### src/i2c_timeout_pkg.sv
package i2c_timeout_pkg;

   // ****************************************************************
   // register map: word indexes, byte address is four times the index
   // ****************************************************************
   localparam logic [7:0] TIMEOUT_CTRL_IDX = 8'hbf;
   localparam logic [7:0] SERIAL_IRQ_CTRL_IDX = 8'hc0;
   localparam logic [7:0] SERIAL_EVENT_STAT_IDX = 8'hc1;
   localparam int ADDR_W = 12;
   localparam logic [ADDR_W-1:0] TIMEOUT_CTRL_ADDR =
      {2'h0, TIMEOUT_CTRL_IDX, 2'h0};
   localparam logic [ADDR_W-1:0] SERIAL_IRQ_CTRL_ADDR =
      {2'h0, SERIAL_IRQ_CTRL_IDX, 2'h0};
   localparam logic [ADDR_W-1:0] SERIAL_EVENT_STAT_ADDR =
      {2'h0, SERIAL_EVENT_STAT_IDX, 2'h0};

   // ****************************************************************
   // field positions and reset values
   // ****************************************************************
   localparam int TO_FLAG_BIT = 0;
   localparam int TO_DIV_BIT = 1;
   localparam int TO_EN_BIT = 2;
   localparam int IRQ_LOCAL_BIT = 0;
   localparam int IRQ_GLOBAL_BIT = 1;
   localparam int EVT_FLAG_BIT = 0;
   localparam int STOP_REQ_BIT = 1;
   localparam int STATUS_LSB = 8;
   localparam logic [7:0] TIMEOUT_CTRL_RESET = 8'h00;
   localparam logic [7:0] STATUS_BUS_ERROR = 8'h00;
   localparam logic [7:0] STATUS_IDLE = 8'hf8;

   // ****************************************************************
   // timing counts
   // ****************************************************************
   localparam int COUNT_W = 14;
   localparam int DIV_SLOW = 4;
   localparam logic [1:0] PRESCALE_LAST = 2'(DIV_SLOW - 1);

   // timeout control register contents
   typedef struct packed {
      logic [4:0] reserved;
      logic count_enable;
      logic div4;
      logic overflow;
   } timeout_ctrl_t;

   // interrupt enables
   typedef struct packed {
      logic global_enable;
      logic local_enable;
   } irq_enable_t;

endpackage

### src/i2c_timeout_irq.sv
// The implementer's own choice: the APB slave port.
`timescale 1ns/1ps

module i2c_timeout_irq (
   // clock and reset
   input wire logic ref_clk,
   input wire logic srst,
   // apb slave
   input wire logic psel,
   input wire logic penable,
   input wire logic pwrite,
   input wire logic [i2c_timeout_pkg::ADDR_W-1:0] paddr,
   input wire logic [31:0] pwdata,
   output logic [31:0] prdata,
   output logic pready,
   output logic pslverr,
   // serial bus engine events
   input wire logic serial_event,
   input wire logic status_load,
   input wire logic [7:0] status_code_in,
   input wire logic stop_sent,
   input wire logic bus_error,
   // to bus engine and cpu
   output logic bus_release,
   output logic irq_request,
   output logic irq_service
);

   i2c_timeout_pkg::timeout_ctrl_t ctrl;
   i2c_timeout_pkg::irq_enable_t irq_en;
   logic evt_flag;
   logic stop_request_bit;
   logic [7:0] bus_status_code;
   logic err_pending;
   logic [i2c_timeout_pkg::COUNT_W-1:0] count;
   logic tick;
   logic hold;
   logic overflow;
   logic wr;
   logic setup;
   logic sel_to;
   logic sel_irq;
   logic sel_evt;
   logic recover;

   // ****************************************************************
   // apb decode
   // ****************************************************************
   assign setup = psel && !penable;
   assign wr = psel && penable && pready && pwrite;
   assign sel_to = (paddr == i2c_timeout_pkg::TIMEOUT_CTRL_ADDR);
   assign sel_irq = (paddr == i2c_timeout_pkg::SERIAL_IRQ_CTRL_ADDR);
   assign sel_evt = (paddr == i2c_timeout_pkg::SERIAL_EVENT_STAT_ADDR);

   // answer registered at setup, so access phase completes at once
   always_ff @(posedge ref_clk) begin
      if (srst) begin
         pready <= 1'b0;
         pslverr <= 1'b0;
         prdata <= 32'h0000_0000;
      end else begin
         pready <= setup;
         pslverr <= setup && !(sel_to || sel_irq || sel_evt);
         if (setup && !pwrite) begin
            if (sel_to) begin
               prdata <= {24'h00_0000, 5'h00, ctrl.count_enable,
                          ctrl.div4, ctrl.overflow};
            end else if (sel_irq) begin
               prdata <= {30'h0000_0000, irq_en};
            end else if (sel_evt) begin
               prdata <= {16'h0000, bus_status_code, 6'h00,
                          stop_request_bit, evt_flag};
            end else begin
               prdata <= 32'h0000_0000;
            end
         end
      end
   end

   // ****************************************************************
   // timeout control register
   // ****************************************************************
   always_ff @(posedge ref_clk) begin
      if (srst) begin
         ctrl <= i2c_timeout_pkg::TIMEOUT_CTRL_RESET;
      end else begin
         if (wr && sel_to) begin
            ctrl.count_enable <= pwdata[i2c_timeout_pkg::TO_EN_BIT];
            ctrl.div4 <= pwdata[i2c_timeout_pkg::TO_DIV_BIT];
         end
         // set wins over a software clear; writing 1 does not set
         if (overflow) begin
            ctrl.overflow <= 1'b1;
         end else if (wr && sel_to &&
                      !pwdata[i2c_timeout_pkg::TO_FLAG_BIT]) begin
            ctrl.overflow <= 1'b0;
         end
      end
   end

   // interrupt enable register
   always_ff @(posedge ref_clk) begin
      if (srst) begin
         irq_en <= 2'h0;
      end else if (wr && sel_irq) begin
         irq_en.local_enable <= pwdata[i2c_timeout_pkg::IRQ_LOCAL_BIT];
         irq_en.global_enable <= pwdata[i2c_timeout_pkg::IRQ_GLOBAL_BIT];
      end
   end

   // ****************************************************************
   // serial event flag, stop bit, status code
   // ****************************************************************
   assign recover = err_pending && stop_request_bit && !evt_flag;

   // event flag: hardware sets, software write of 0 clears
   always_ff @(posedge ref_clk) begin
      if (srst) begin
         evt_flag <= 1'b0;
      end else if (serial_event || bus_error) begin
         evt_flag <= 1'b1;
      end else if (wr && sel_evt &&
                   !pwdata[i2c_timeout_pkg::EVT_FLAG_BIT]) begin
         evt_flag <= 1'b0;
      end
   end

   // stop bit: software sets, hardware clears when stop is done
   always_ff @(posedge ref_clk) begin
      if (srst) begin
         stop_request_bit <= 1'b0;
      end else if (wr && sel_evt &&
                   pwdata[i2c_timeout_pkg::STOP_REQ_BIT]) begin
         stop_request_bit <= 1'b1;
      end else if (stop_sent || recover) begin
         stop_request_bit <= 1'b0;
      end
   end

   // bus error recovery waits for stop set and event flag cleared
   always_ff @(posedge ref_clk) begin
      if (srst) begin
         err_pending <= 1'b0;
         bus_release <= 1'b0;
      end else begin
         bus_release <= bus_error || recover;
         if (bus_error) begin
            err_pending <= 1'b1;
         end else if (recover) begin
            err_pending <= 1'b0;
         end
      end
   end

   // status code: bus error forces the error code
   always_ff @(posedge ref_clk) begin
      if (srst) begin
         bus_status_code <= i2c_timeout_pkg::STATUS_IDLE;
      end else if (bus_error) begin
         bus_status_code <= i2c_timeout_pkg::STATUS_BUS_ERROR;
      end else if (status_load) begin
         bus_status_code <= status_code_in;
      end
   end

   // ****************************************************************
   // timeout counter
   // ****************************************************************
   assign hold = !ctrl.count_enable || evt_flag;
   assign overflow = !hold && tick && (&count);

   timeout_prescaler u_prescaler (
      .ref_clk(ref_clk),
      .srst(srst),
      .clear(hold),
      .div4(ctrl.div4),
      .tick(tick)
   );

   // counts while enabled, zero while held, wraps and keeps going
   always_ff @(posedge ref_clk) begin
      if (srst || hold) begin
         count <= '0;
      end else if (tick) begin
         count <= count + 1'b1;
      end
   end

   // ****************************************************************
   // interrupt merge
   // ****************************************************************
   assign irq_request = evt_flag || ctrl.overflow;
   assign irq_service = irq_request && irq_en.local_enable &&
                        irq_en.global_enable;

   // ****************************************************************
   // checks
   // ****************************************************************
   a_ovf_sets_flag: assert property (@(posedge ref_clk)
      disable iff (srst) overflow |=> ctrl.overflow && irq_request)
      else $error("overflow did not set timeout flag");

   a_hold_zero: assert property (@(posedge ref_clk) disable iff (srst)
      hold |=> count == '0)
      else $error("held counter not zero");

   a_count_step: assert property (@(posedge ref_clk) disable iff (srst)
      (!hold && tick) |=> count == $past(count) + 14'h0001)
      else $error("counter did not advance by one");

   a_div_spacing: assert property (@(posedge ref_clk) disable iff (srst)
      (tick && ctrl.div4 && !hold) |=> (!tick || !ctrl.div4) [*3])
      else $error("divided tick came too soon");

   a_flag_sticky: assert property (@(posedge ref_clk) disable iff (srst)
      (ctrl.overflow && !(wr && sel_to)) |=> ctrl.overflow)
      else $error("timeout flag cleared without write");

   a_irq_merge: assert property (@(posedge ref_clk) disable iff (srst)
      (evt_flag || ctrl.overflow) |-> irq_request)
      else $error("flag set without interrupt request");

   a_irq_gate: assert property (@(posedge ref_clk) disable iff (srst)
      irq_service |-> irq_request && irq_en == 2'h3)
      else $error("service without both enables");

   a_stop_clear: assert property (@(posedge ref_clk) disable iff (srst)
      (stop_sent && stop_request_bit && !(wr && sel_evt))
      |=> !stop_request_bit)
      else $error("stop bit not cleared");

   a_bus_error: assert property (@(posedge ref_clk) disable iff (srst)
      bus_error |=> bus_status_code == 8'h00 && evt_flag && bus_release)
      else $error("bus error handling wrong");

endmodule

### src/timeout_prescaler.sv
`timescale 1ns/1ps

// ****************************************************************
// count tick generator: every clock, or every fourth clock
// ****************************************************************
module timeout_prescaler (
   // clock and reset
   input wire logic ref_clk,
   input wire logic srst,
   // control
   input wire logic clear,
   input wire logic div4,
   // tick out
   output logic tick
);

   logic [1:0] phase;

   // phase counter restarts whenever counting is held
   always_ff @(posedge ref_clk) begin
      if (srst || clear || !div4) begin
         phase <= 2'h0;
      end else if (phase == i2c_timeout_pkg::PRESCALE_LAST) begin
         phase <= 2'h0;
      end else begin
         phase <= phase + 2'h1;
      end
   end

   // tick on the last phase when divided, else every cycle
   assign tick = div4 ? (phase == i2c_timeout_pkg::PRESCALE_LAST) : 1'b1;

endmodule

### config.mk
export PLATFORM = sky130hd
export DESIGN_NAME = i2c_timeout_irq
export DESIGN_NICKNAME = d
export VERILOG_FILES = /design/src/i2c_timeout_pkg.sv /design/src/i2c_timeout_irq.sv /design/src/timeout_prescaler.sv
export SDC_FILE = /design/constraint.sdc
export NUM_CORES = 1
export LEC_CHECK = 0
export BUFFER_PORTS_ARGS = -buffer_cell sky130_fd_sc_hd__buf_2
export CAP_MARGIN = 20
export CORE_MARGIN = 5
export CORE_UTILIZATION = 39
export CTS_CLUSTER_SIZE = 25
export DETAILED_ROUTE_END_ITERATION = 6
export PLACE_DENSITY_LB_ADDON = 0.15
export SYNTH_ARGS = -nofsm -noshare
export SYNTH_HDL_FRONTEND = slang
export SYNTH_HIERARCHICAL = 1
export SYNTH_SLANG_ARGS = --single-unit
### constraint.sdc
create_clock -name ref_clk -period 5 [get_ports ref_clk]
set_input_delay 0.25 -clock ref_clk [delete_from_list [all_inputs] [get_ports ref_clk]]
set_output_delay 0.25 -clock ref_clk [all_outputs]
set_load 0.02 [all_outputs]
---- Word level (Yosys, flattened, before mapping) ----
Index checks and enable logic that the tools add are counted.
Widths: inputs -> output; s select.
operators by class
  $add $sub $neg .......................... 2
  equal/unequal tests ..................... 4
  reduce and logical (&&, ||, !) cells .... 43
  muxes and demuxes ....................... 14
operator list
  cell                   number
  $mux 16                3
  $eq 12x10->1 const B   3
  $logic_and 1x1->1      18
  $mux 8                 2
  $add 14x1->14 const B  1
  $reduce_and 14->1      1
  $reduce_bool 2->1      5
  $logic_or 1x1->1       9
  $mux 1                 9
  $logic_not 1->1        8
  $reduce_or 2->1        2
  $add 2x1->2 const B    1
  $eq 2x2->1 const B     1
storage, ports and cells
  register bits ........................... 67
  word-level logic and storage cells ...... 79
  output and inout port bits .............. 37
  input port bits ......................... 61

---- Longest topological paths before layout ----
Gate-level depths: netlist of the first run.
  word-level depth ........................ 7
  mapped depth ............................ 7
  depth with buffers taken out ............ 6

---- Modules after synthesis ----
The synthesis of the first run kept the hierarchy.
modules (own cells, without submodules)
  module             instances  seq. area each (um^2)  cells each  area each (um^2)
  i2c_timeout_irq    1          880.8                  213         2054.5
  timeout_prescaler  1          40.0                   6           96.3

---- Worst setup path after synthesis of the first run ----
Ideal clock, no wire load.
  path kind ............................... register to register
  start ................................... register u_prescaler.phase[0]
  end ..................................... register count[11] in the netlist's numbering
  buffers on the path ..................... 0
  required time ........................... 4.930 ns
  arrival time ............................ 1.494 ns
  setup time .............................. 0.070 ns
  stages on the path, launching flop included .. 7
  slack ................................... 3.436 ns
  period minus slack after synthesis ...... 1.564 ns
  cells stage by stage .................... dfxtp_1 ha_1 nand2b_4 nand3_2 or2_1 or4_1 a21oi_1
on the way
  word-level cells in the longest chain between the ends .. 2
RTL lines
  what                      RTL line                 source
  start: declaration        timeout_prescaler.sv:17  logic [1:0] phase;
  start signal: assignment  timeout_prescaler.sv:26  phase <= phase + 2'h1;
  $eq 2x2->1                timeout_prescaler.sv:31  assign tick = div4 ? (phase == i2c_timeout_pkg::PRESCALE_LAST) : 1'b1;
  $mux 1                    timeout_prescaler.sv:31
  net tick                  i2c_timeout_irq.sv:36    logic tick;
  end signal: assignment    i2c_timeout_irq.sv:185   count <= count + 1'b1;
  end: declaration          i2c_timeout_irq.sv:35    logic [i2c_timeout_pkg::COUNT_W-1:0] count;
The timed path passes the listed nets, and every way through them passes these cells.
A chain may end at the register's enable or synchronous reset.

---- Worst setup path after layout of the first run ----
Ends and elaborated chain as after synthesis.

==> qor.txt, run 1 <==
Status: complete, no violations
Yosys top cell by area: dfxtp_1
Worst Path Max Fanout: 8
Fill cells: 575
Port Buffers: 47
Routed WL: 4.28 mm
CP Data Required Time: 5.23 ns
Via/cell ratio: 4.81
Vias: 1625
Setup ws final: 3.27 ns
RD Place Congestion: 0.812
Largest net degree at the start of global routing: 27
#FFs+latches synth: 46
N_diodes: 0
CP max stage cell: or4_1
Worst skew pair latency: 0.29 ns
Slowest cell delay on critical path: 0.41 ns
Hold Path Class: in2reg
Max frequency: 578 MHz
H-Tree Level Count: 2
Post-cts resize count: 0
Number of synthesis warnings: 6
Nets: 328
CTS Sinks: 46
Worst Max-Slew Pin Slew: 0.735 ns
Pre-CTS WS: 3.27 ns
Pwr per Cell Area: 268 nW/µm²
Num rows: 27
Clk slew on worst S/H paths: 0.09 ns
Cell Chain, Critical Path: ha_1, nand2b_4, nand3_2, or2_1, or4_1, a21oi_1
Iter 0 DRT Violations: 47
Leak: 1.05 nW
First-pass GRT wire length: 7.08 mm
Initial antenna violation count: 0
Post-synth cell types: 45
Peak VDD IR: 0.146 mV
Proportion of layout cells with a drive suffix above 1: 0.244
Vias in the first global route: 1513
Die width: 84.3 µm
Synthesized area per cell: 9.82 µm²
Post-cts hold buffer count: 0
CTS Buf Count: 5
Synth-to-layout area growth: 14.0%
Crit start category: flip-flop
Drt pass-1 iters: 4
Reg2Reg Setup Slack: 3.27 ns
Setup violators final: 0
Top cell type's share of synthesized area: 0.428
CP bufs+invs: 0
Setup TNS Final: 0 ns
Initial Util: 0.395
Total power: 0.657 mW
Min cycle time layout: 1.73 ns
CTS tree: yes
Setup CP Type: reg2reg
Max Cap Viol: 0
Seq/Total Area, Yosys: 0.428
Detailed Place HPWL: 3.22 mm
Clk buf depth: 2
CTS root buf: clkbuf_8
Slew HR: 0.508
Post-route ant nets: 0
Slew Limit Fails: 0
Worst Setup End Kind: flip-flop
Final Cycle Share: 0.346
Die Y: 84.3 µm
Endpoints failing hold: 0
Cells after Synth: 219
Grt total ovfl: 0
Netlist Area Pre-Place: 2150 µm²
Delay-heaviest family, CP: simple AND/OR/NAND/NOR gates
Post-CTS Setup Bufs: 0
Core area: 5440 µm²
End-of-flow core utilization: 0.451
DRC viols: 0
Post-route clock skew: 0.00793 ns
Largest cells by area after synthesis: dfxtp_1, buf_4, mux2i_1, a22o_1, nor2_1
RSZ-0062 raised after global routing: no
GRT Total Usage: 0.121
IO Pins: 98
Die Area: 7100 µm²
Routed len/inst: 12.6 µm
Critical path arrival: 1.96 ns
## layout by cell type, fill, tap and decap left out, drive strengths merged, types with 3 or more instances in the layout
| cell | count |
|---|---|
| buf | 47 |
| dfxtp | 46 |
| conb | 21 |
| nor2 | 18 |
| mux2i | 15 |
| nor3 | 11 |
| nand2b | 10 |
| a22o | 8 |
| inv | 7 |
| nand2 | 7 |
| nand3 | 7 |
| nand4 | 6 |
| clkbuf | 6 |
| a21oi | 5 |
| o21bai | 5 |
| xnor2 | 5 |
| xor2 | 5 |
| and3 | 3 |
| o31ai | 3 |
| or4 | 3 |
| or2 | 3 |
## cell usage after synthesis (all sizes together)
| library cell | count |
|---|---|
| xnor2 | 5 |
| nand4 | 6 |
| or3 | 1 |
| nor4 | 2 |
| clkbuf | 6 |
| and4b | 1 |
| a31oi | 1 |
| nor3b | 2 |
| dfxtp | 46 |
| o31ai | 3 |
| and2b | 1 |
| mux2 | 1 |
| a211o | 1 |
| o211a | 1 |
| nand3 | 7 |
| o41ai | 2 |
| nand2b | 10 |
| or4 | 3 |
| conb | 1 |
| inv | 7 |
| and4 | 2 |
| ha | 2 |
| nor2 | 18 |
| buf | 22 |
| nor4b | 1 |
| a21oi | 5 |
| nand2 | 7 |
| o32a | 1 |
| o21bai | 5 |
| and3 | 3 |
| nor2b | 2 |
| nor3 | 11 |
| or2 | 3 |
| mux2i | 15 |
| xor2 | 5 |
| a221o | 2 |
| a22o | 8 |
## registers in the layout, summed over array words and instances (netlist names), 2 cells and up
register and flops:
count 14, prdata 11, bus_status_code 8, ctrl 3, irq_en 2, u_prescaler/phase 2
## kinds of logic (layout without fill, tap and decap cells)
family,after synthesis,after routing,share of synthesized area
muxes,16,16,0.0750
and+or+nand+nor,80,80,0.239
xor gates and xnor gates,10,10,0.0407
buffers and inverters,35,62,0.0983
DFF,46,46,0.428
AOI/OAI and AO/OA,29,29,0.106
adders and majority gates,2,2,0.0116
other,1,21,0.00174
## final cells by class
class / instances / area (µm²) / area share
Multi-Input combinational cell: 158 / 1090 / 0.446
Inverter: 7 / 26.3 / 0.0107
Clock buffer: 6 / 72.6 / 0.0296
Clock inverter: 2 / 13.8 / 0.00561
Tap cell: 72 / 90.1 / 0.0367
Timing Repair Buffer: 47 / 235 / 0.0959
Sequential cell: 46 / 921 / 0.376
## through the flow
stage	hold slack, ns	cells	instance area (µm²)
6_report	0.174	338	2450
5_1_grt	0.170	338	2450
4_1_cts	0.162	338	2450
3_5_place_dp	0.424	330	2370
3_3_place_gp	0.417	330	2370
2_1_floorplan	0.322	239	2230
## worst paths after layout
path,startpoint,to,depth (start not counted)
worst max-delay path,u_prescaler/phase[0],count[11],6
worst max register to register,u_prescaler/phase[0],count[11],6
worst min register to register,u_prescaler/phase[0],u_prescaler/phase[0],1
worst min-delay path,penable,pready,2
## where the power goes
part	internal (mW)	switching (mW)
registers	0.372	0.00317
logic	0.0200	0.0379
clock network	0.0988	0.125
total	0.491	0.166
## layer usage
layer  share of wire  GRT usage
met4           0.011     0.0395
met3           0.058     0.0422
met5               0          0
met1            0.45      0.151
met2            0.48      0.197
Power figures use the tool's default switching activity.
==> run 2, diff against run 1 <==
Clock period 5 ns to 1.44 ns, I/O delays scaled along.
==> run 2 against run 1 <==
The run now ends with setup timing left; clock-buffer cell count stayed put; die area did not move; cell count is 8.0% higher; flip-flop and latch count is the same; critical path depth is the same; combinational power grew to 3.9 times the previous value; sequential share of layout area down 3.6 points; hold slack worse by 0.15 ns; routed wire length rose by 9.4%; largest cell class unchanged.
==> qor.txt, run 2 (synthesis gave the netlist of run 1 again) <==
Max frequency: 644 MHz (+11%)
First-pass GRT wire length: 7.67 mm (+8.3%)
Synth-to-layout area growth: 26.8%
Min cycle time layout: 1.55 ns (-0.177 ns)
Post-route ant nets: 0 (unchanged)
Routed len/inst: 12.8 µm (+1.3%)
Reg2Reg Setup Slack: -0.11 ns (-3.38 ns)
Die width: 84.3 µm (unchanged)
CP bufs+invs: 0 (unchanged)
Core area: 5440 µm² (unchanged)
RD Place Congestion: 0.735 (-9.5%)
N_diodes: 0 (unchanged)
Detailed Place HPWL: 3.53 mm (+9.7%)
Num rows: 27 (unchanged)
Initial antenna violation count: 0 (unchanged)
Routed WL: 4.68 mm (+9.4%)
End-of-flow core utilization: 0.501 (+0.0506)
Most frequent cells in the layout: buf_2, dfxtp_1, buf_4
IO Pins: 98 (unchanged)
Biggest regs: count x14, prdata x11, bus_status_code x8
Vias in the first global route: 1666 (+10%)
Clk slew on worst S/H paths: 0.09 ns (about the same)
Leak: 1.21 nW (+15%)
Max Cap Viol: 0 (unchanged)
Hold Path Class: in2reg
RSZ-0062 raised after global routing: yes
Worst Setup End Kind: flip-flop
Cell Chain, Critical Path: ha_4, nand2b_4, nand3_4, or2_4, or4_1, a21oi_1
Post-route clock skew: 0.00737 ns (-0.000559 ns)
Iter 0 DRT Violations: 45 (-4.3%)
Setup ws final: -0.112 ns (-3.38 ns)
Worst Path Max Fanout: 4 (-4)
Largest register FFs: 14 (unchanged)
Failing checks: setup timing
Proportion of layout cells with a drive suffix above 1: 0.352 (+0.107)
CTS Buf Count: 5 (unchanged)
Worst skew pair latency: 0.29 ns (about the same)
H-Tree Level Count: 2 (unchanged)
Slew Limit Fails: 0 (unchanged)
Setup CP Type: reg2reg
Peak VDD IR: 0.466 mV (+220%)
Vias: 1685 (+3.7%)
Post-cts hold buffer count: 0 (unchanged)
Initial Util: 0.395 (unchanged)
GRT Total Usage: 0.132 (+0.0103)
Port Buffers: 47 (unchanged)
Setup violators final: 3 (+3)
Fill cells: 539 (-6.3%)
Crit start category: flip-flop
CTS root buf: clkbuf_8
Drt pass-1 iters: 4 (unchanged)
Status: finished with violations
Pre-CTS WS: -0.116 ns (-3.39 ns)
CTS Sinks: 46 (unchanged)
Slowest cell delay on critical path: 0.40 ns (about the same)
Critical path arrival: 1.78 ns (-0.18 ns)
Nets: 355 (+8.2%)
Most flops, register: count
Largest net degree at the start of global routing: 21 (-22%)
CTS tree: yes
Commonest non-fill, non-tap cell in the layout: buf_2
Via/cell ratio: 4.62 (-4.0%)
Delay-heaviest family, CP: simple AND/OR/NAND/NOR gates
Clk buf depth: 2 (unchanged)
Final Cycle Share: 1.08 (+0.732)
Die Area: 7100 µm² (unchanged)
Endpoints failing hold: 0 (unchanged)
Pwr per Cell Area: 840 nW/µm² (+210%)
CP Data Required Time: 1.67 ns (-3.56 ns)
DRC viols: 0 (unchanged)
CP max stage cell: or4_1
Grt total ovfl: 0 (unchanged)
Die Y: 84.3 µm (unchanged)
-- run 2: final cells by class --
class,count,area (µm²),area share
Tap cell,72,90.1,0.0330
Clock inverter,2,13.8,0.00505
Clock buffer,6,72.6,0.0266
Inverter,7,26.3,0.00963
Sequential cell,46,926,0.339
Multi-Input combinational cell,158,1150,0.423
Timing Repair Buffer,74,444,0.163
-- run 2: final timing paths --
path	start	end	depth (start not counted)
worst max-delay path	u_prescaler/phase[0]	count[11]	6
worst min register to register	u_prescaler/phase[0]	u_prescaler/phase[0]	1
worst max register to register	u_prescaler/phase[0]	count[11]	6
worst min-delay path	serial_event	evt_flag	3
-- run 2: report_power, final --
part	switching, mW	leakage (nW)	total (mW)	internal, mW
clock network	0.422	0.0452	0.765	0.343
logic	0.139	0.792	0.223	0.0840
registers	0.00967	0.375	1.30	1.29
-- run 2: worst reg2reg max path, delay by kind of cell, from the launching register on --
family	cells	cell delay [ns]
flops	1	0.35
simple gates	4	0.86
compound gates	1	0.15
fa+ha+maj	1	0.12
-- run 2: routing by layer --
metal / routed length [µm] / up-vias / track usage
li1: - / 876 / -
met1: 2160 / 774 / 0.172
met2: 2260 / 30 / 0.212
met3: 207 / 5 / 0.0373
met4: 46 / 0 / 0.0395
met5: 0 / - / 0
-- run 2: through the flow --
step	power (mW)	cell area, µm²	std cells	hold WS (ns)	TNS [ns]
2_1_floorplan	1.50	2230	239	0.144	-0.196
3_3_place_gp	1.55	2530	352	0.311	-0.167
3_5_place_dp	1.55	2530	352	0.334	-0.265
4_1_cts	2.34	2680	364	0.00804	-0.235
5_1_grt	2.42	2730	365	0.0373	-0.560
6_report	2.29	2730	365	0.0204	-0.224
-- run 2: repair_timing --
item,in CTS,in global routing
endpoints found under the setup margin,4,9
resized for setup,9,8
buffers inserted,4,1
pin swaps,1,8
gates cloned,0,0
==> run 3, diff against run 2 <==
Settings changed: MAX_ROUTING_LAYER from default to met4.
==> run 3 against run 2 <==
The flow still finishes with violations (setup timing); clock power about the same; global-route usage is 0.40 points higher; die area unchanged; first-iteration DRC count did not move; final area unchanged; register-to-register slack about the same; clock skew about the same; critical path type unchanged; largest power group unchanged.
==> qor.txt, run 3 (synthesis gave the netlist of run 1 again) <==
Status: finished with violations
Failing checks: setup timing
Post-route ant nets: 0 (unchanged)
CP Data Required Time: 1.67 ns (about the same)
IO Pins: 98 (unchanged)
GRT Total Usage: 0.136 (+0.00395)
Leak: 1.21 nW (unchanged)
Nets: 355 (unchanged)
Port Buffers: 47 (unchanged)
Core area: 5440 µm² (unchanged)
Min Hold Slack: 0.0203 ns (-0.000134 ns)
Most frequent cells in the layout: buf_2, dfxtp_1, buf_4
CTS tree: yes
CTS Sinks: 46 (unchanged)
Commonest non-fill, non-tap cell in the layout: buf_2
Setup violators final: 3 (unchanged)
RD Place Congestion: 0.744 (+1.2%)
Critical path arrival: 1.78 ns (about the same)
Die width: 84.3 µm (unchanged)
Max Cap Viol: 0 (unchanged)
Worst skew pair latency: 0.29 ns (about the same)
Worst Path Max Fanout: 4 (unchanged)
Largest register FFs: 14 (unchanged)
Initial Util: 0.395 (unchanged)
Detailed Place HPWL: 3.53 mm (unchanged)
Most flops, register: count
Via/cell ratio: 4.62 (unchanged)
Post-route clock skew: 0.00737 ns (-0.000000190 ns)
Total power: 2.29 mW (about the same)
CTS root buf: clkbuf_8
Multi-input logic area: 1150 µm² (unchanged)
Drt pass-1 iters: 4 (unchanged)
Routed WL: 4.68 mm (unchanged)
Max frequency: 644 MHz (about the same)
FF+latch area: 926 µm² (unchanged)
Routed len/inst: 12.8 µm (unchanged)
First-pass GRT wire length: 7.67 mm (unchanged)
HP Start: serial_event
Slew Limit Fails: 0 (unchanged)
Pwr per Cell Area: 840 nW/µm² (about the same)
Proportion of layout cells with a drive suffix above 1: 0.352 (unchanged)
Setup CP Type: reg2reg
Clk buf depth: 2 (unchanged)
N_diodes: 0 (unchanged)
Worst Setup End Kind: flip-flop
Reg2Reg Setup Slack: -0.11 ns (about the same)
Num rows: 27 (unchanged)
Final Cycle Share: 1.08 (about the same)
Die Y: 84.3 µm (unchanged)
Worst Reg-to-Reg Cells: 6 (unchanged)
Endpoints failing hold: 0 (unchanged)
Setup TNS Final: -0.223 ns (+0.000541 ns)
Reg2reg start: u_prescaler/phase[0]
RSZ-0062 raised after global routing: yes
Vias: 1685 (unchanged)
Clk slew on worst S/H paths: 0.09 ns (about the same)
Iter 0 DRT Violations: 45 (unchanged)
Largest net degree at the start of global routing: 21 (unchanged)
End-of-flow core utilization: 0.501 (unchanged)
End of the worst hold path: evt_flag
R2r endpoint: count[11]
Die Area: 7100 µm² (unchanged)
H-Tree Level Count: 2 (unchanged)
Min cycle time layout: 1.55 ns (-0.000180 ns)
Synth-to-layout area growth: 26.8% (unchanged)
Biggest regs: count x14, prdata x11, bus_status_code x8
Fill cells: 539 (unchanged)
CTS Buf Count: 5 (unchanged)
Crit start category: flip-flop
Hold Path Class: in2reg
DRC viols: 0 (unchanged)
Vias in the first global route: 1667 (+0.060%)
Initial antenna violation count: 0 (unchanged)
Peak VDD IR: 0.466 mV (about the same)
WHS Path Cells: 3 (unchanged)
Setup ws final: -0.112 ns (+0.000180 ns)
Grt total ovfl: 0 (unchanged)
[run 3: cell counts in the layout (fill, tap and decap cells not counted)]
No cell type changed its count.
[run 3: metrics by stage]
step | instance area, µm² | instances | setup slack, ns
2_1_floorplan | 2230 | 239 | -0.0750
3_3_place_gp | 2530 | 352 | -0.0810
3_5_place_dp | 2530 | 352 | -0.116
4_1_cts | 2680 | 364 | -0.0999
5_1_grt | 2730 | 365 | -0.167
6_report | 2730 | 365 | -0.112
[run 3: timing repair]
item,4_1_cts,5_1_grt
gates resized for setup,9,8
gates cloned,0,0
setup endpoints to repair,4,9
setup buffers,4,1
hold buffers,0,0
pin swaps,1,8
[run 3: how the worst max path moves through the flow]
stage / startpoint / to / slack [ns] / cells past startpoint
finish: u_prescaler/phase[0] / count[11] / -0.11 / 6
global route: u_prescaler/phase[0] / count[13] / -0.17 / 6
CTS: u_prescaler/phase[0] / count[11] / -0.1 / 6
detailed placement: u_prescaler/phase[0] / count[11] / -0.12 / 6
global placement: u_prescaler/phase[0] / count[13] / -0.08 / 6
floorplan: u_prescaler/phase[0] / count[11] / -0.07 / 6
[run 3: power breakdown]
part | internal [mW] | total [mW] | switching (mW)
Combinational | 0.0840 | 0.223 | 0.139
Sequential | 1.29 | 1.30 | 0.00967
Clock | 0.343 | 0.765 | 0.422
[run 3: cell type report]
type                            count  area share
Clock buffer                        6      0.0266
Clock inverter                      2     0.00505
Inverter                            7     0.00963
Multi-Input combinational cell    158       0.423
Sequential cell                    46       0.339
Tap cell                           72      0.0330
Timing Repair Buffer               74       0.163
[run 3: worst max-delay path: stages (launching register included)]
cell and delay [ns]:
dfxtp_2 0.35, ha_4 0.12, nand2b_4 0.13, nand3_4 0.06, or2_4 0.27, or4_1 0.40, a21oi_1 0.15
[run 3: routing by layer]
layer  up-vias  global-route usage  wire length [µm]  part of all wire
met5         -                   -                 0                 0
met4         0              0.0395                39            0.0083
met3         5              0.0373               208             0.044
met2        30               0.212              2260              0.48
met1       774               0.172              2160              0.46
li1        876                   -                 -                 -
